## config.mk

```make
export PLATFORM = sky130hd
export DESIGN_NAME = pmc_regs
export DESIGN_NICKNAME = d
export VERILOG_FILES = /design/src/pmc_pkg.sv /design/src/pmc_regs.sv
export SDC_FILE = /design/constraint.sdc
export NUM_CORES = 1
export LEC_CHECK = 0
export ABC_CLOCK_PERIOD_IN_PS = 5000
export BUFFER_PORTS_ARGS = -buffer_cell sky130_fd_sc_hd__buf_2
export CAP_MARGIN = 10
export CELL_PAD_IN_SITES_DETAIL_PLACEMENT = 2
export CELL_PAD_IN_SITES_GLOBAL_PLACEMENT = 2
export CORE_UTILIZATION = 30
export CTS_CLUSTER_DIAMETER = 150
export DETAILED_ROUTE_END_ITERATION = 12
export GPL_ROUTABILITY_DRIVEN = 0
export PLACE_DENSITY_LB_ADDON = 0.25
export SYNTH_ARGS = -nofsm -noshare
export SYNTH_HDL_FRONTEND = slang
export SYNTH_SLANG_ARGS = --single-unit
```

## constraint.sdc

```tcl
create_clock -name MCLK -period 5 [get_ports MCLK]
set_input_delay 1 -clock MCLK [delete_from_list [all_inputs] [get_ports MCLK]]
set_output_delay 1 -clock MCLK [all_outputs]
set_load 0.005 [all_outputs]
```

## src/pmc_pkg.sv

```systemverilog
package pmc_pkg;

    // ****************************************************************
    // Register offsets
    // ****************************************************************
    localparam logic [7:0] PMC_OFS_CHARGE_PUMP = 8'h09;
    localparam logic [7:0] PMC_OFS_TX_ENABLE   = 8'h0a;
    localparam logic [7:0] PMC_OFS_LO_HIGH     = 8'h0b;
    localparam logic [7:0] PMC_OFS_LO_MID      = 8'h0c;
    localparam logic [7:0] PMC_OFS_LO_LOW      = 8'h0d;
    localparam logic [7:0] PMC_OFS_FSK_DEV     = 8'h0e;
    localparam logic [7:0] PMC_OFS_SHAPED_DEV  = 8'h0f;
    localparam logic [7:0] PMC_OFS_TX_ALIAS    = 8'h10;

    // ****************************************************************
    // Field positions and values after reset
    // ****************************************************************
    localparam int         PMC_TXEN_BIT        = 2;
    localparam logic [1:0] PMC_RST_CP_SEL      = 2'h0;
    localparam logic       PMC_RST_TXEN        = 1'h0;
    localparam logic [7:0] PMC_RST_LO_HIGH     = 8'h13;
    localparam logic [7:0] PMC_RST_LO_MID      = 8'hb0;
    localparam logic [7:0] PMC_RST_LO_LOW      = 8'h00;
    localparam logic [6:0] PMC_RST_FSK_DEV     = 7'h28;
    localparam logic [3:0] PMC_RST_SHAPED_DEV  = 4'h4;

    // ****************************************************************
    // Scaling of decoded outputs
    // ****************************************************************
    localparam logic [4:0]  PMC_CP_UA_STEP     = 5'h05;
    localparam int          PMC_LO_FRAC_BITS   = 16;
    localparam int          PMC_DEV_PLAIN_DIV  = 8192;
    localparam int          PMC_DEV_SHAPED_DIV = 81920;
    localparam logic [10:0] PMC_DEV_PLAIN_SCALE = 11'(PMC_DEV_SHAPED_DIV / PMC_DEV_PLAIN_DIV);

    // ****************************************************************
    // Serial interface
    // ****************************************************************
    localparam logic [3:0] PMC_BITS_PER_BYTE   = 4'h8;

    typedef enum logic [3:0] {
        PMC_ST_IDLE      = 4'b0000,
        PMC_ST_ADDR      = 4'b0001,
        PMC_ST_ADDR_ACK  = 4'b0010,
        PMC_ST_REG       = 4'b0011,
        PMC_ST_REG_ACK   = 4'b0100,
        PMC_ST_WDATA     = 4'b0101,
        PMC_ST_WDATA_ACK = 4'b0110,
        PMC_ST_RDATA     = 4'b0111,
        PMC_ST_RDATA_ACK = 4'b1000
    } pmc_state_t;

endpackage

```

## src/pmc_regs.sv

```systemverilog
`timescale 1ns/1ps
// What this block does
// - The two-bit charge pump code 0..3 selects 5, 10, 15 or 20 microamps.
// - In serial-programmed mode data goes out only while the transmit enable bit 2 is 1.
// - Bit 2 at both enable addresses is one shared control, written and read through either.
// - Three byte registers form the 24-bit LO word, frequency = word / 2^16 * crystal.
// - Plain FSK deviation is the 7-bit value times crystal / 8192.
// - Gaussian FSK deviation is the 4-bit value times crystal / 81920.
module pmc_regs
    import pmc_pkg::*;
#(
    parameter logic [6:0] DEV_ADDR = 7'h2a  // Arbitrary bus address.
) (
    input  wire logic        MCLK,
    input  wire logic        ARST_N,
    input  wire logic        SCL,
    input  wire logic        SDA_IN,
    output logic             SDA_OUT,
    output logic             SDA_OE,
    input  wire logic        I2C_MODE,
    input  wire logic        MOD_FSK,
    input  wire logic        SHAPE_ON,
    input  wire logic        DATA_IN,
    output logic             TX_ACTIVE,
    output logic             TX_DATA,
    output logic [1:0]       CP_SEL,
    output logic [4:0]       CP_CURRENT_UA,
    output logic [23:0]      LO_LO_FREQUENCY_WORD_WORD,
    output logic [10:0]      DEV_STEPS
);

    // ****************************************************************
    // Reset release and pin sampling
    // ****************************************************************
    logic [1:0] rst_sync;
    logic       rst_n;
    logic       scl_q;
    logic       sda_q;
    logic       scl_d;
    logic       sda_d;

    always_ff @(posedge MCLK or negedge ARST_N) begin
        if (!ARST_N) begin
            rst_sync <= 2'h0;
        end else begin
            rst_sync <= {rst_sync[0], 1'b1};
        end
    end
    assign rst_n = rst_sync[1];

    always_ff @(posedge MCLK or negedge rst_n) begin
        if (!rst_n) begin
            scl_q <= 1'b1;
            sda_q <= 1'b1;
            scl_d <= 1'b1;
            sda_d <= 1'b1;
        end else begin
            scl_q <= SCL;
            sda_q <= SDA_IN;
            scl_d <= scl_q;
            sda_d <= sda_q;
        end
    end

    logic start_cond;
    logic stop_cond;
    logic scl_rise;
    logic scl_fall;
    assign start_cond = scl_q && scl_d && sda_d && !sda_q;
    assign stop_cond  = scl_q && scl_d && !sda_d && sda_q;
    assign scl_rise   = scl_q && !scl_d;
    assign scl_fall   = !scl_q && scl_d;

    // ****************************************************************
    // Register storage and serial slave
    // ****************************************************************
    pmc_state_t  state, next_state;
    logic [3:0]  bitcnt, next_bitcnt;
    logic [7:0]  shreg, next_shreg;
    logic [7:0]  ptr, next_ptr;
    logic        rw, next_rw;
    logic        sda_oe, next_sda_oe;
    logic [1:0]  cp_sel, next_cp_sel;
    logic        txen, next_txen;
    logic [23:0] lo_word, next_lo_word;
    logic [6:0]  fsk_dev, next_fsk_dev;
    logic [3:0]  shaped_dev, next_shaped_dev;
    logic [7:0]  rd_byte;

    always_comb begin
        rd_byte = 8'h00;
        case (ptr)
            PMC_OFS_CHARGE_PUMP: rd_byte = {6'h00, cp_sel};
            PMC_OFS_TX_ENABLE:   rd_byte = {5'h00, txen, 2'h0};
            PMC_OFS_TX_ALIAS:    rd_byte = {5'h00, txen, 2'h0};
            PMC_OFS_LO_HIGH:     rd_byte = lo_word[23:16];
            PMC_OFS_LO_MID:      rd_byte = lo_word[15:8];
            PMC_OFS_LO_LOW:      rd_byte = lo_word[7:0];
            PMC_OFS_FSK_DEV:     rd_byte = {1'b0, fsk_dev};
            PMC_OFS_SHAPED_DEV:  rd_byte = {4'h0, shaped_dev};
            default:             rd_byte = 8'h00;
        endcase
    end

    always_comb begin
        next_state      = state;
        next_bitcnt     = bitcnt;
        next_shreg      = shreg;
        next_ptr        = ptr;
        next_rw         = rw;
        next_sda_oe     = sda_oe;
        next_cp_sel     = cp_sel;
        next_txen       = txen;
        next_lo_word    = lo_word;
        next_fsk_dev    = fsk_dev;
        next_shaped_dev = shaped_dev;
        if (start_cond) begin
            next_state  = PMC_ST_ADDR;
            next_bitcnt = 4'h0;
            next_sda_oe = 1'b0;
        end else if (stop_cond) begin
            next_state  = PMC_ST_IDLE;
            next_sda_oe = 1'b0;
        end else begin
            case (state)
                PMC_ST_ADDR, PMC_ST_REG, PMC_ST_WDATA: begin
                    if (scl_rise && bitcnt != PMC_BITS_PER_BYTE) begin
                        next_shreg  = {shreg[6:0], sda_q};
                        next_bitcnt = bitcnt + 4'h1;
                    end else if (scl_fall && bitcnt == PMC_BITS_PER_BYTE) begin
                        next_bitcnt = 4'h0;
                        next_sda_oe = 1'b1;
                        if (state == PMC_ST_ADDR) begin
                            next_rw    = shreg[0];
                            next_state = PMC_ST_ADDR_ACK;
                            if (shreg[7:1] != DEV_ADDR) begin
                                next_sda_oe = 1'b0;
                                next_state  = PMC_ST_IDLE;
                            end
                        end else if (state == PMC_ST_REG) begin
                            next_ptr   = shreg;
                            next_state = PMC_ST_REG_ACK;
                        end else begin
                            // Reserved and unused bits are dropped here.
                            case (ptr)
                                PMC_OFS_CHARGE_PUMP: next_cp_sel = shreg[1:0];
                                PMC_OFS_TX_ENABLE:   next_txen = shreg[PMC_TXEN_BIT];
                                PMC_OFS_TX_ALIAS:    next_txen = shreg[PMC_TXEN_BIT];
                                PMC_OFS_LO_HIGH:     next_lo_word[23:16] = shreg;
                                PMC_OFS_LO_MID:      next_lo_word[15:8] = shreg;
                                PMC_OFS_LO_LOW:      next_lo_word[7:0] = shreg;
                                PMC_OFS_FSK_DEV:     next_fsk_dev = shreg[6:0];
                                PMC_OFS_SHAPED_DEV:  next_shaped_dev = shreg[3:0];
                                default:             next_cp_sel = cp_sel;
                            endcase
                            next_ptr   = ptr + 8'h01;
                            next_state = PMC_ST_WDATA_ACK;
                        end
                    end
                end
                PMC_ST_ADDR_ACK, PMC_ST_REG_ACK, PMC_ST_WDATA_ACK: begin
                    if (scl_fall) begin
                        next_sda_oe = 1'b0;
                        if (state == PMC_ST_ADDR_ACK && rw) begin
                            next_shreg  = rd_byte;
                            next_sda_oe = !rd_byte[7];
                            next_state  = PMC_ST_RDATA;
                        end else if (state == PMC_ST_ADDR_ACK) begin
                            next_state = PMC_ST_REG;
                        end else begin
                            next_state = PMC_ST_WDATA;
                        end
                    end
                end
                PMC_ST_RDATA: begin
                    if (scl_fall && bitcnt == 4'h7) begin
                        next_bitcnt = 4'h0;
                        next_sda_oe = 1'b0;
                        next_ptr    = ptr + 8'h01;
                        next_state  = PMC_ST_RDATA_ACK;
                    end else if (scl_fall) begin
                        next_bitcnt = bitcnt + 4'h1;
                        next_shreg  = {shreg[6:0], 1'b0};
                        next_sda_oe = !shreg[6];
                    end
                end
                PMC_ST_RDATA_ACK: begin
                    // A high level on the ninth clock ends the read.
                    if (scl_rise && sda_q) begin
                        next_state = PMC_ST_IDLE;
                    end else if (scl_fall) begin
                        next_shreg  = rd_byte;
                        next_sda_oe = !rd_byte[7];
                        next_state  = PMC_ST_RDATA;
                    end
                end
                default: next_state = state;
            endcase
        end
    end

    always_ff @(posedge MCLK or negedge rst_n) begin
        if (!rst_n) begin
            state      <= PMC_ST_IDLE;
            bitcnt     <= 4'h0;
            shreg      <= 8'h00;
            ptr        <= 8'h00;
            rw         <= 1'b0;
            sda_oe     <= 1'b0;
            cp_sel     <= PMC_RST_CP_SEL;
            txen       <= PMC_RST_TXEN;
            lo_word    <= {PMC_RST_LO_HIGH, PMC_RST_LO_MID, PMC_RST_LO_LOW};
            fsk_dev    <= PMC_RST_FSK_DEV;
            shaped_dev <= PMC_RST_SHAPED_DEV;
        end else begin
            state      <= next_state;
            bitcnt     <= next_bitcnt;
            shreg      <= next_shreg;
            ptr        <= next_ptr;
            rw         <= next_rw;
            sda_oe     <= next_sda_oe;
            cp_sel     <= next_cp_sel;
            txen       <= next_txen;
            lo_word    <= next_lo_word;
            fsk_dev    <= next_fsk_dev;
            shaped_dev <= next_shaped_dev;
        end
    end

    // ****************************************************************
    // Control outputs
    // ****************************************************************
    logic        next_tx_active;
    logic        next_tx_data;
    logic [4:0]  next_cp_ua;
    logic [10:0] next_dev_steps;

    // Deviation is given in steps of crystal / 81920 for both modes.
    always_comb begin
        next_tx_active = I2C_MODE && txen;
        next_tx_data   = I2C_MODE && txen && DATA_IN;
        next_cp_ua     = 5'((5'(cp_sel) + 5'h01) * PMC_CP_UA_STEP);
        next_dev_steps = 11'h000;
        if (MOD_FSK && SHAPE_ON) begin
            next_dev_steps = 11'(shaped_dev);
        end else if (MOD_FSK) begin
            next_dev_steps = 11'(11'(fsk_dev) * PMC_DEV_PLAIN_SCALE);
        end
    end

    always_ff @(posedge MCLK or negedge rst_n) begin
        if (!rst_n) begin
            SDA_OUT       <= 1'b0;
            SDA_OE        <= 1'b0;
            TX_ACTIVE     <= 1'b0;
            TX_DATA       <= 1'b0;
            CP_SEL        <= PMC_RST_CP_SEL;
            CP_CURRENT_UA <= PMC_CP_UA_STEP;
            LO_LO_FREQUENCY_WORD_WORD  <= {PMC_RST_LO_HIGH, PMC_RST_LO_MID, PMC_RST_LO_LOW};
            DEV_STEPS     <= 11'h000;
        end else begin
            SDA_OUT       <= 1'b0;
            SDA_OE        <= next_sda_oe;
            TX_ACTIVE     <= next_tx_active;
            TX_DATA       <= next_tx_data;
            CP_SEL        <= next_cp_sel;
            CP_CURRENT_UA <= next_cp_ua;
            LO_LO_FREQUENCY_WORD_WORD  <= next_lo_word;
            DEV_STEPS     <= next_dev_steps;
        end
    end

endmodule

```

# After elaboration in Yosys (flattened, before gate mapping)

Index checks and enable logic that the tools add are counted.

Register bits: 88
Input bits: 8
Output and inout port bits: 46
Logic and storage cells: 166

Add/sub/neg operators: 3
Multiply operators: 2
Eq/ne operators: 42
Mux-type cells: 51
Bitwise logic cells: 5
Reductions and logical operators: 41

Operators by type and width:

| operator                                            | count |
|---|---|
| two-way mux 8 bit                                   | 12 |
| two-way mux 4 bit                                   | 15 |
| equality test 8 x 4 -> 1 bit, second input constant | 7 |
| case mux 8 bit (7 select lines)                     | 1 |
| AND reduction 8 bit                                 | 7 |
| inequality test 4 bit, second input constant        | 9 |
| case mux 8 bit (4 select lines)                     | 1 |
| inequality test 2 bit, second input constant        | 12 |
| two-way mux 11 bit                                  | 2 |
| equality test 4 x 3 -> 1 bit, second input constant | 5 |
| case mux 4 bit (4 select lines)                     | 1 |
| case mux 8 bit (2 select lines)                     | 1 |
| logical AND 1 bit                                   | 15 |
| AND reduction 7 bit                                 | 2 |
| two-way mux 1 bit                                   | 12 |
| AND reduction 6 bit                                 | 2 |
| multiplier 7 x 3 -> 10 bit, second input constant   | 1 |
| inequality test 5 bit, second input constant        | 2 |
| AND reduction 10 bit                                | 1 |
| adder 8 x 1 -> 8 bit, second input constant         | 1 |
| equality test 4 x 2 -> 1 bit, second input constant | 2 |
| equality test 4 bit, second input constant          | 2 |
| equality test 8 x 5 -> 1 bit, second input constant | 1 |
| case mux 4 bit (2 select lines)                     | 1 |
| 17 further kinds                                    | 29 |

# Logic depth before layout (Yosys ltp)

Gate-level depths: netlist of run 1.

Depth after elaboration: 9
Depth in mapped cells: 8
Gate-level depth less buffers: 8

# Worst setup path before layout of run 1

Ideal clock, no wire load.

Path kind: input-to-reg
From: input port SHAPE_ON
To: register DEV_STEPS[9]
Library setup time: 0.069 ns
Arrival: 2.075 ns
Data required time: 4.931 ns
Slack: 2.857 ns
Cell stages on the path: 4
Buffers on the path: 1
Cells stage by stage: clkbuf_1 > nand2b_1 > or4b_2 > nand3_1

Cells in the longest elaborated chain, start to end: 2

RTL lines:

| item                  | RTL line        | source |
|---|---|---|
| start, declared       | pmc_regs.sv:22  | `input wire logic SHAPE_ON,` |
| logical AND 1 bit     | pmc_regs.sv:244 | `if (MOD_FSK && SHAPE_ON) begin` |
| two-way mux 11 bit    | pmc_regs.sv:244 |  |
| net next_dev_steps[9] | pmc_regs.sv:236 | `logic [10:0] next_dev_steps;` |
| end signal, assigned  | pmc_regs.sv:269 | `DEV_STEPS <= next_dev_steps;` |
| end, declared         | pmc_regs.sv:29  | `output logic [10:0] DEV_STEPS` |

The timed path passes the listed nets, and every way through them passes these cells.
A chain may end at the register's enable or synchronous reset.

# Final worst setup path of run 1

From: register state[0]
To: register CP_SEL[1]

Cells in the longest elaborated chain, start to end: 3
Elaborated cells on any way between the ends: 7
Those cells by class: eq/ne (3); bitwise (2); reduce/logical (2)

RTL lines:

| item                                                        | RTL line                         | source |
|---|---|---|
| start, declared                                             | pmc_regs.sv:77                   | `pmc_state_t state, next_state;` |
| start signal, assigned                                      | pmc_regs.sv:216                  | `state <= next_state;` |
| equality test 4 x 1 -> 1 bit (tied with other cells)        | pmc_regs.sv:125, pmc_regs.sv:133 |  |
| OR reduction 3 bit / inverter 1 bit (equally long branches) | --                               |  |
| AND reduction 8 bit (no line) *                             | --                               |  |
| end signal, assigned                                        | pmc_regs.sv:266                  | `CP_SEL <= next_cp_sel;` |
| end, declared                                               | pmc_regs.sv:26                   | `output logic [1:0] CP_SEL,` |

Every way passes the cells marked *; elsewhere a longest branch is shown, timed or not.

==> results of run 1 <==
==> cell usage in the layout (no fill, tap or decap), types with 3 or more instances in the layout <==
cell       netlist  layout
dfrtp_1         72      71
buf_2            6      52
mux2_2          45      45
nand2_1         29      29
a21oi_1         20      20
nor2_1          20      20
ha_1            18      18
o21ai_0         17      17
inv_1           16      16
dfstp_2         15      15
nand3_1         15      15
nor2b_1         11      11
a31oi_1         11      11
clkbuf_16        0       9
nand2b_1         8       8
a21o_1           7       7
mux2i_1          7       7
and3_1           7       7
o31ai_1          6       6
o22a_1           6       6
nor3_1           5       5
a222oi_1         5       5
nand4_1          4       4
nand4b_1         3       3
and2_1           3       3
o211ai_1         3       3
a22oi_1          3       3
a32oi_1          3       3
o22ai_1          3       3
a221oi_1         3       3
==> metal layers <==
layer  vias up  global-route usage, %  share of wire (%)
met5         -                      0                  0
met1      1910                   25.3                 48
li1       1730                      -                  -
met3        10                   2.38                3.1
met2        59                   29.3                 47
met4         0                   7.06                1.2
==> path summary, 6_finish.rpt <==
kind                                       start                                  endpoint  slack [ps]  cells after the start
max                         state[0]$_DFFE_PN0P_                     CP_SEL[1]$_DFFE_PN0P_        2350                      5
min                        rst_sync[1]$_DFF_PN0_  LO_LO_FREQUENCY_WORD_WORD[7]$_DFFE_PN0P_         290                      0
max reg2reg                 state[0]$_DFFE_PN0P_                     CP_SEL[1]$_DFFE_PN0P_        2350                      5
min reg2reg                rst_sync[1]$_DFF_PN0_  LO_LO_FREQUENCY_WORD_WORD[7]$_DFFE_PN0P_         290                      0
max in group asynchronous  rst_sync[1]$_DFF_PN0_                       TX_ACTIVE$_DFF_PN0_        3690                      1
min in group MCLK          rst_sync[0]$_DFF_PN0_                     rst_sync[1]$_DFF_PN0_         360                      0
==> cell families after synthesis <==
logic type,synth area share (%)
XOR/XNOR,0.737
AO/OA/AOI/OAI,16.1
buffers and inverters,3.55
AND/OR/NAND/NOR,15.9
other,0.158
flip-flops,46.2
multiplexers,12.1
adder cells (fa/ha/maj),5.16
==> registers in the layout, indices dropped and copies added, names as in the netlist <==
name / cells
LO_LO_FREQUENCY_WORD_WORD: 24
DEV_STEPS: 11
ptr: 8
shreg: 8
fsk_dev: 7
CP_CURRENT_UA: 4
bitcnt: 4
shaped_dev: 4
state: 4
CP_SEL: 2
rst_sync: 2
SDA_OE: 1
TX_ACTIVE: 1
TX_DATA: 1
rw: 1
scl_d: 1
scl_q: 1
sda_d: 1
sda_q: 1
txen: 1
==> cell type report <==
class                      instances  area, µm²  share of cell area [%]
clock inverter                     6       77.6                    1.41
inverter                          16       60.1                    1.09
clock buffer                      10        229                    4.17
timing repair buffer              53        268                    4.88
sequential                        87       2200                    40.1
tap                              211        264                    4.81
multi-input combinational        318       2390                    43.5
==> per-stage QoR <==
step                      power, mW  std cells
final                          2.24        701
after global routing           2.37        701
after CTS                      2.27        701
after detailed placement       1.54        685
after global placement         1.52        685
after floorplan                1.33        446
==> worst max-delay path: cells and delay by family, from the launching register on <==
family	cells	cell delay, ps
AND/OR/NAND/NOR	4	1470
flip-flops	1	670
multiplexers	1	390
==> where the power goes <==
part | internal, mW | total, mW | switching, mW
Combinational | 0.233 | 0.585 | 0.352
Sequential | 0.764 | 0.944 | 0.181
Clock | 0.399 | 0.716 | 0.317
Total | 1.39 | 2.24 | 0.850
==> results.md, run 1 <==
Routing:
- The detailed-route via count is 3709.
- In the final routed layout, each cell accounts on average for 20.0 µm.
- Dividing the detail-routed via count by the number of cells gives 5.29.
- The count of nets left with antenna violations once routing finished came out at 0.
- The final wirelength is 14000 µm.
- The iteration-0 DRC count of the detailed router is 209.
- For this run, the detailed router's first-pass iteration total came to 4.
- The number of remaining DRC errors is 0.

CTS:
- In this run the deepest clock path goes through 2 buffers.
- The cell chosen for the clock root is clkbuf_16.
- Clock tree synthesis found a total of 87 sinks.
- The maximum level of the CTS H-tree is 3.
- Once the clock tree was built, the setup fixing pass inserted 0 buffers.
- Once the clock tree was built, the resizer swapped 0 gates to a different size.
- TritonCTS built the clock tree.
- Buffers inserted during clock tree synthesis total 9.
- Hold repair after CTS inserted 0 buffers.
- The clock latency at the later pin of the worst-skew pair is 360 ps.
- Clock-pin slew was measured on the worst setup and hold paths at 70 ps.

Logic synthesis:
- Counting every net in the synthesized netlist gives ~470.
- After synthesis, the share of flip-flops with an asynchronous set or reset is 100%.
- The synthesized design spends more area on one cell type than any other, namely dfrtp_1.
- The gate count of the mapped netlist is ~450.
- The commonest cells after synthesis are 72 x dfrtp_1, 45 x mux2_2, 29 x nand2_1, 20 x a21oi_1, 20 x nor2_1.
- Summing the sequential cell areas from Yosys gives ~46% of the chip area.
- The count of state elements after synthesis is 87.
- In this run the mean area of a mapped cell was approximately 11 µm².
- Of the post-synthesis cell area, the dominant cell type holds between 30% and 40%.
- After synthesis, the cell types taking the most area are dfrtp_1 38%, mux2_2 11%, dfstp_2 8.3%, ha_1 4.7%, nand2_1 2.3%.
- The most used flip-flop cell after synthesis is dfrtp_1.
- By instance count, the leading cell after synthesis is dfrtp_1.
- The combined area of all synthesized cells is 0.00475 mm².
- In this run, distinct cell masters in the synthesized netlist total 73.
- Counting flops with a built-in enable in the synthesized netlist gives 0.
- During synthesis, Yosys emitted a total of 0 warnings.

Critical path:
- The highest fanout seen on the critical path is 17.
- The signal on the critical path passes through nor3b_2 -> nand4_2 -> nand2b_1 -> nor3b_1 -> mux2_2.
- STA classifies the critical path endpoint as a register.
- STA classifies the critical path startpoint as a register.
- The largest individual stage delay along the critical path comes from the cell dfrtp_1.
- The setup path with the least slack is of type register to register.
- STA puts the critical path data arrival time at slightly below 3000 ps.
- In this design, the stage delay of the slowest critical-path cell is 670 ps.
- The required time of the critical path is 5240 ps.

Place:
- The placed instances occupy a cell area of between 0.005 and 0.006 mm².
- The estimated wirelength of the detail-placed design is ~10000 µm.
- Port buffering added 52 buffers.
- At the placement stage, the worst setup path has a slack of about 2400 ps.

Final layout:
- The count of nets after finishing is between 500 and 600.
- The fraction of final layout cells with drive strength greater than 1 is 29.6%.
- The antenna diode count is 0.
- The post-synthesis to final-layout area growth is 15.4%.
- The number of filler instances in the final layout is about 1700.
- The final core utilization is 35.8%.
- The cell area after layout is 0.00549 mm².

STA:
- The ratio of final minimum period to clock period is between 50% and 60%.
- The final worst setup slack is roughly 2400 ps.
- The final-report hold violation count is 0.
- Setup repair after global routing left no endpoint under its margin.
- In this run the tightest slew margin relative to its limit is 19.9%.
- For the pin with the worst max-slew slack, the measured transition is 1190 ps.
- The clock arrives with 7.35 ps of skew.
- The final setup TNS is 0 ps.
- The smallest clock period supported by the final layout is computed as 2650 ps.
- The number of slew-limit violations in the final report is 0.
- The maximum achievable frequency is 378 MHz.
- Hold timing on the final database bottoms out at a slack of 290 ps.
- The final setup violation count is 0.

Pwr:
- Power spread over the standard cell area amounts to 409 mW/mm².
- The worst-case vdd ir drop is 155 µV.
- The leakage power figure is between 2 and 3 nW.

Global route:
- The maximum number of pins on one net before global-route repair is 53.
- The initial antenna violation count is 0.
- The number of global-route vias before repair was between 3000 and 4000.
- Global routing used 18.4% of the available tracks.
- The aggregate global routing overflow is 0.
- The global-route wire length before repair is 22600 µm.

Floorplanning:
- The core region area is 0.0153 mm².
- The die width is 128 µm.
- The effective utilization at floorplan is 31.0%.
- The die height is 128 µm.
- Pin placement for this block handled 54 I/O pins.
- The number of placement rows is 45.
- The die covers 0.0164 mm².

Status:
- The run finished with clean final reports.

Run:
- The count of max-cap constraint violations is 0.

Min path:
- The path type of the worst min-delay path is register to async pin.
No activity file was read; power rests on OpenSTA's default activity.
==> run 2: changes to the inputs <==
--- a/config.mk
+++ b/config.mk
@@ -5,7 +5,7 @@
 export SDC_FILE = /design/constraint.sdc
 export NUM_CORES = 1
 export LEC_CHECK = 0
-export ABC_CLOCK_PERIOD_IN_PS = 5000
+export ABC_CLOCK_PERIOD_IN_PS = 2200
 export BUFFER_PORTS_ARGS = -buffer_cell sky130_fd_sc_hd__buf_2
 export CAP_MARGIN = 10
 export CELL_PAD_IN_SITES_DETAIL_PLACEMENT = 2
==> constraint.sdc (replaced) <==
create_clock -name MCLK -period 2.2 [get_ports MCLK]
set_input_delay 0.44 -clock MCLK [delete_from_list [all_inputs] [get_ports MCLK]]
set_output_delay 0.44 -clock MCLK [all_outputs]
set_load 0.005 [all_outputs]
==> results.md, run 2 (synthesis results as in run 1) <==
Pwr:
- The leakage power figure is 2.90 nW (was 2.60 nW).
- The worst-case vdd ir drop is 394 µV (was 155 µV).
- The total power divided by cell area is 896 mW/mm² (was 409 mW/mm²).

Place:
- The worst-case setup slack after placement is -23.1 ps (was 2410 ps).
- The estimated wirelength of the detail-placed design is 11700 µm (was 10000 µm).
- The number of buffers added on ports is 52 (unchanged).
- The post-placement cell area came to 0.00563 mm² (was 0.00518 mm²).

STA:
- The clock tree skew after final layout is 14.2 ps (was 7.35 ps).
- The ratio of final minimum period to clock period is 97.5% (was 52.9%).
- The final worst setup slack is 54.6 ps (was 2350 ps).
- The final setup TNS is 0 ps (unchanged).
- The headroom to the max-slew limit is 62.2% (was 19.9%).
- The maximum achievable frequency is 466 MHz (was 378 MHz).
- The final setup violation count came to 0 (unchanged).
- The final-report hold violation count is 0 (unchanged).
- The actual transition at the worst max-transition pin was 568 ps (was 1190 ps).
- The clock period minus worst slack is 2150 ps (was 2650 ps).
- The number of slew-limit violations in the final report came to 0 (unchanged).
- RSZ-0062 raised after global routing: true (was false).
- The smallest hold slack is 174 ps (was 290 ps).

Global route:
- The initial antenna violation count is 0 (unchanged).
- The global-route wire length before repair is 24800 µm (was 22600 µm).
- The number of global-route vias before repair was 4301 (was 3904).
- The aggregate global-route resource usage is 20.2% (was 18.4%).
- The aggregate global routing overflow is 0 (unchanged).
- The maximum number of pins on one net before global-route repair was 42 (was 53).

Final layout:
- The cell area after layout is 0.00603 mm² (was 0.00549 mm²).
- Most frequent cells in the layout: 69 x dfrtp_1, 54 x buf_4, 52 x buf_2 (was 71 x dfrtp_1, 52 x buf_2, 45 x mux2_2).
- The final core utilization was 39.4% (was 35.8%).
- The number of flip-flops in the largest register is 24 (unchanged).
- The register with the most flip-flops is LO_LO_FREQUENCY_WORD_WORD (unchanged).
- Top flop regs: LO_LO_FREQUENCY_WORD_WORD x24, DEV_STEPS x11 (unchanged).
- The post-synthesis to final-layout area growth is 26.9% (was 15.4%).
- The count of nets after finishing is 570 (was 512).
- The number of filler instances in the final layout is 1640 (was 1678).
- The most common library cell in the layout ignoring fill and taps is dfrtp_1 (unchanged).
- The antenna diode count was 0 (unchanged).
- The fraction of final layout cells with drive strength greater than 1 came to 39.8% (was 29.6%).

CTS:
- The TritonCTS clock tree is built (unchanged).
- The clock latency at the later pin of the worst-skew pair is 360 ps (about the same).
- The cell chosen for the clock root is clkbuf_16 (unchanged).
- The TritonCTS sink count came to 87 (unchanged).
- The maximum level of the CTS H-tree is 3 (unchanged).
- The maximum buffer depth of the clock tree is 2 (unchanged).
- The clock-pin slew on the worst setup and hold paths is 80 ps (was 70 ps).
- The number of CTS-inserted buffers is 9 (unchanged).

Critical path:
- The highest fanout seen on the critical path is 8 (was 17).
- The type of the worst setup path is register to register (unchanged).
- The arrival time at the worst endpoint is 2370 ps (was 2890 ps).
- The required time of the critical path is 2430 ps (was 5240 ps).
- The category of the worst setup path capture point is a register (unchanged).
- The launching element type of the critical path is a register (unchanged).

Floorplanning:
- The number of ports placed on the die boundary is 54 (unchanged).
- The die width is 128 µm (unchanged).
- The core region area was 0.0153 mm² (unchanged).
- The effective utilization at floorplan is 31.0% (unchanged).
- The number of placement rows was 45 (unchanged).
- The overall die area is 0.0164 mm² (unchanged).
- The die height is 128 µm (unchanged).

Routing:
- The number of nets still failing antenna checks after routing is 0 (unchanged).
- The via count normalized by instance count is 5.25 (was 5.29).
- The iteration-0 DRC count of the detailed router is 180 (was 209).
- The number of remaining DRC errors is 0 (unchanged).
- The number of iterations in the first detailed-routing pass is 4 (unchanged).
- The detailed-route via count is 3987 (was 3709).
- The final wirelength was 15800 µm (was 14000 µm).
- The wire length per cell came to 20.8 µm (was 20.0 µm).

Run:
- The count of max-cap constraint violations is 0 (unchanged).

Min path:
- The path type of the worst min-delay path is input port to register (was register to async pin).

Status:
- Run status: complete, no violations (unchanged).
==> run 2: cell count changes in the layout (fill, tap and decap cells not counted), sizes merged <==
| cell | previous run | this run |
|---|---|---|
| dlygate4sd3 | 0 | 1 |
| clkinv | 0 | 3 |
| clkinvlp | 1 | 0 |
| buf | 53 | 110 |
| clkbuf | 10 | 9 |
| bufinv | 1 | 0 |
==> run 2: per-layer routing <==
layer / up-vias / GRT usage (%) / wire [µm]
met3: 23 / 3.17 / 407
met2: 75 / 36.7 / 8210
li1: 1842 / - / -
met4: 0 / 7.82 / 394
met1: 2047 / 23.7 / 6770
met5: - / 0 / 0
==> run 2: cell type report <==
type / count / area, µm² / share of cell area [%]
well taps: 211 / 264 / 4.38
multi-input cells: 318 / 2450 / 40.7
inverters: 16 / 60.1 / 0.995
clock buffers: 9 / 225 / 3.73
repair buffers: 111 / 756 / 12.5
clock inverters: 7 / 71.3 / 1.18
flip-flops and latches: 87 / 2200 / 36.5
==> run 2: worst paths after layout <==
check,endpoint,startpoint,cells past startpoint,slack (ps)
max in group asynchronous,LO_LO_FREQUENCY_WORD_WORD[17]$_DFFE_PN1P_,rst_sync[1]$_DFF_PN0_,1,1150
worst min register to register,DEV_STEPS[1]$_DFF_PN0_,rst_sync[1]$_DFF_PN0_,0,320
worst min-delay path,scl_q$_DFF_PN1_,SCL,1,170
min in group asynchronous,DEV_STEPS[1]$_DFF_PN0_,rst_sync[1]$_DFF_PN0_,0,320
worst max register to register,LO_LO_FREQUENCY_WORD_WORD[3]$_DFFE_PN0P_,bitcnt[0]$_DFFE_PN0P_,9,50
worst max-delay path,LO_LO_FREQUENCY_WORD_WORD[3]$_DFFE_PN0P_,bitcnt[0]$_DFFE_PN0P_,9,50
==> run 2: critical path, stage by stage (launching register included) <==
cell and delay (ps):
dfrtp_1 400, inv_1 120, ha_1 180, and3b_2 230
nand4_2 100, buf_4 180, nor4_4 210, buf_4 190
nand2_4 110, mux2_2 290
==> run 2: metrics by stage <==
stage                     power [mW]  cells
final                           5.41    759
after global routing            5.69    759
after global placement          3.78    738
after floorplan                 3.02    446
after CTS                       5.45    757
after detailed placement        3.86    738
==> run 2: where the power goes <==
part           total, mW  switching, mW  internal, mW  leakage, nW
Combinational       1.82           1.01         0.809         1.62
Clock               1.55          0.753         0.801        0.146
Sequential          2.03          0.290          1.74         1.13
==> run 2: what timing repair did <==
action,CTS,global route
buffers inserted,2,2
gates resized for setup,3,14
pin swaps,1,2
endpoints found under the hold margin,2,0
gates cloned,0,0
setup endpoints to repair,18,38
hold buffers,1,0
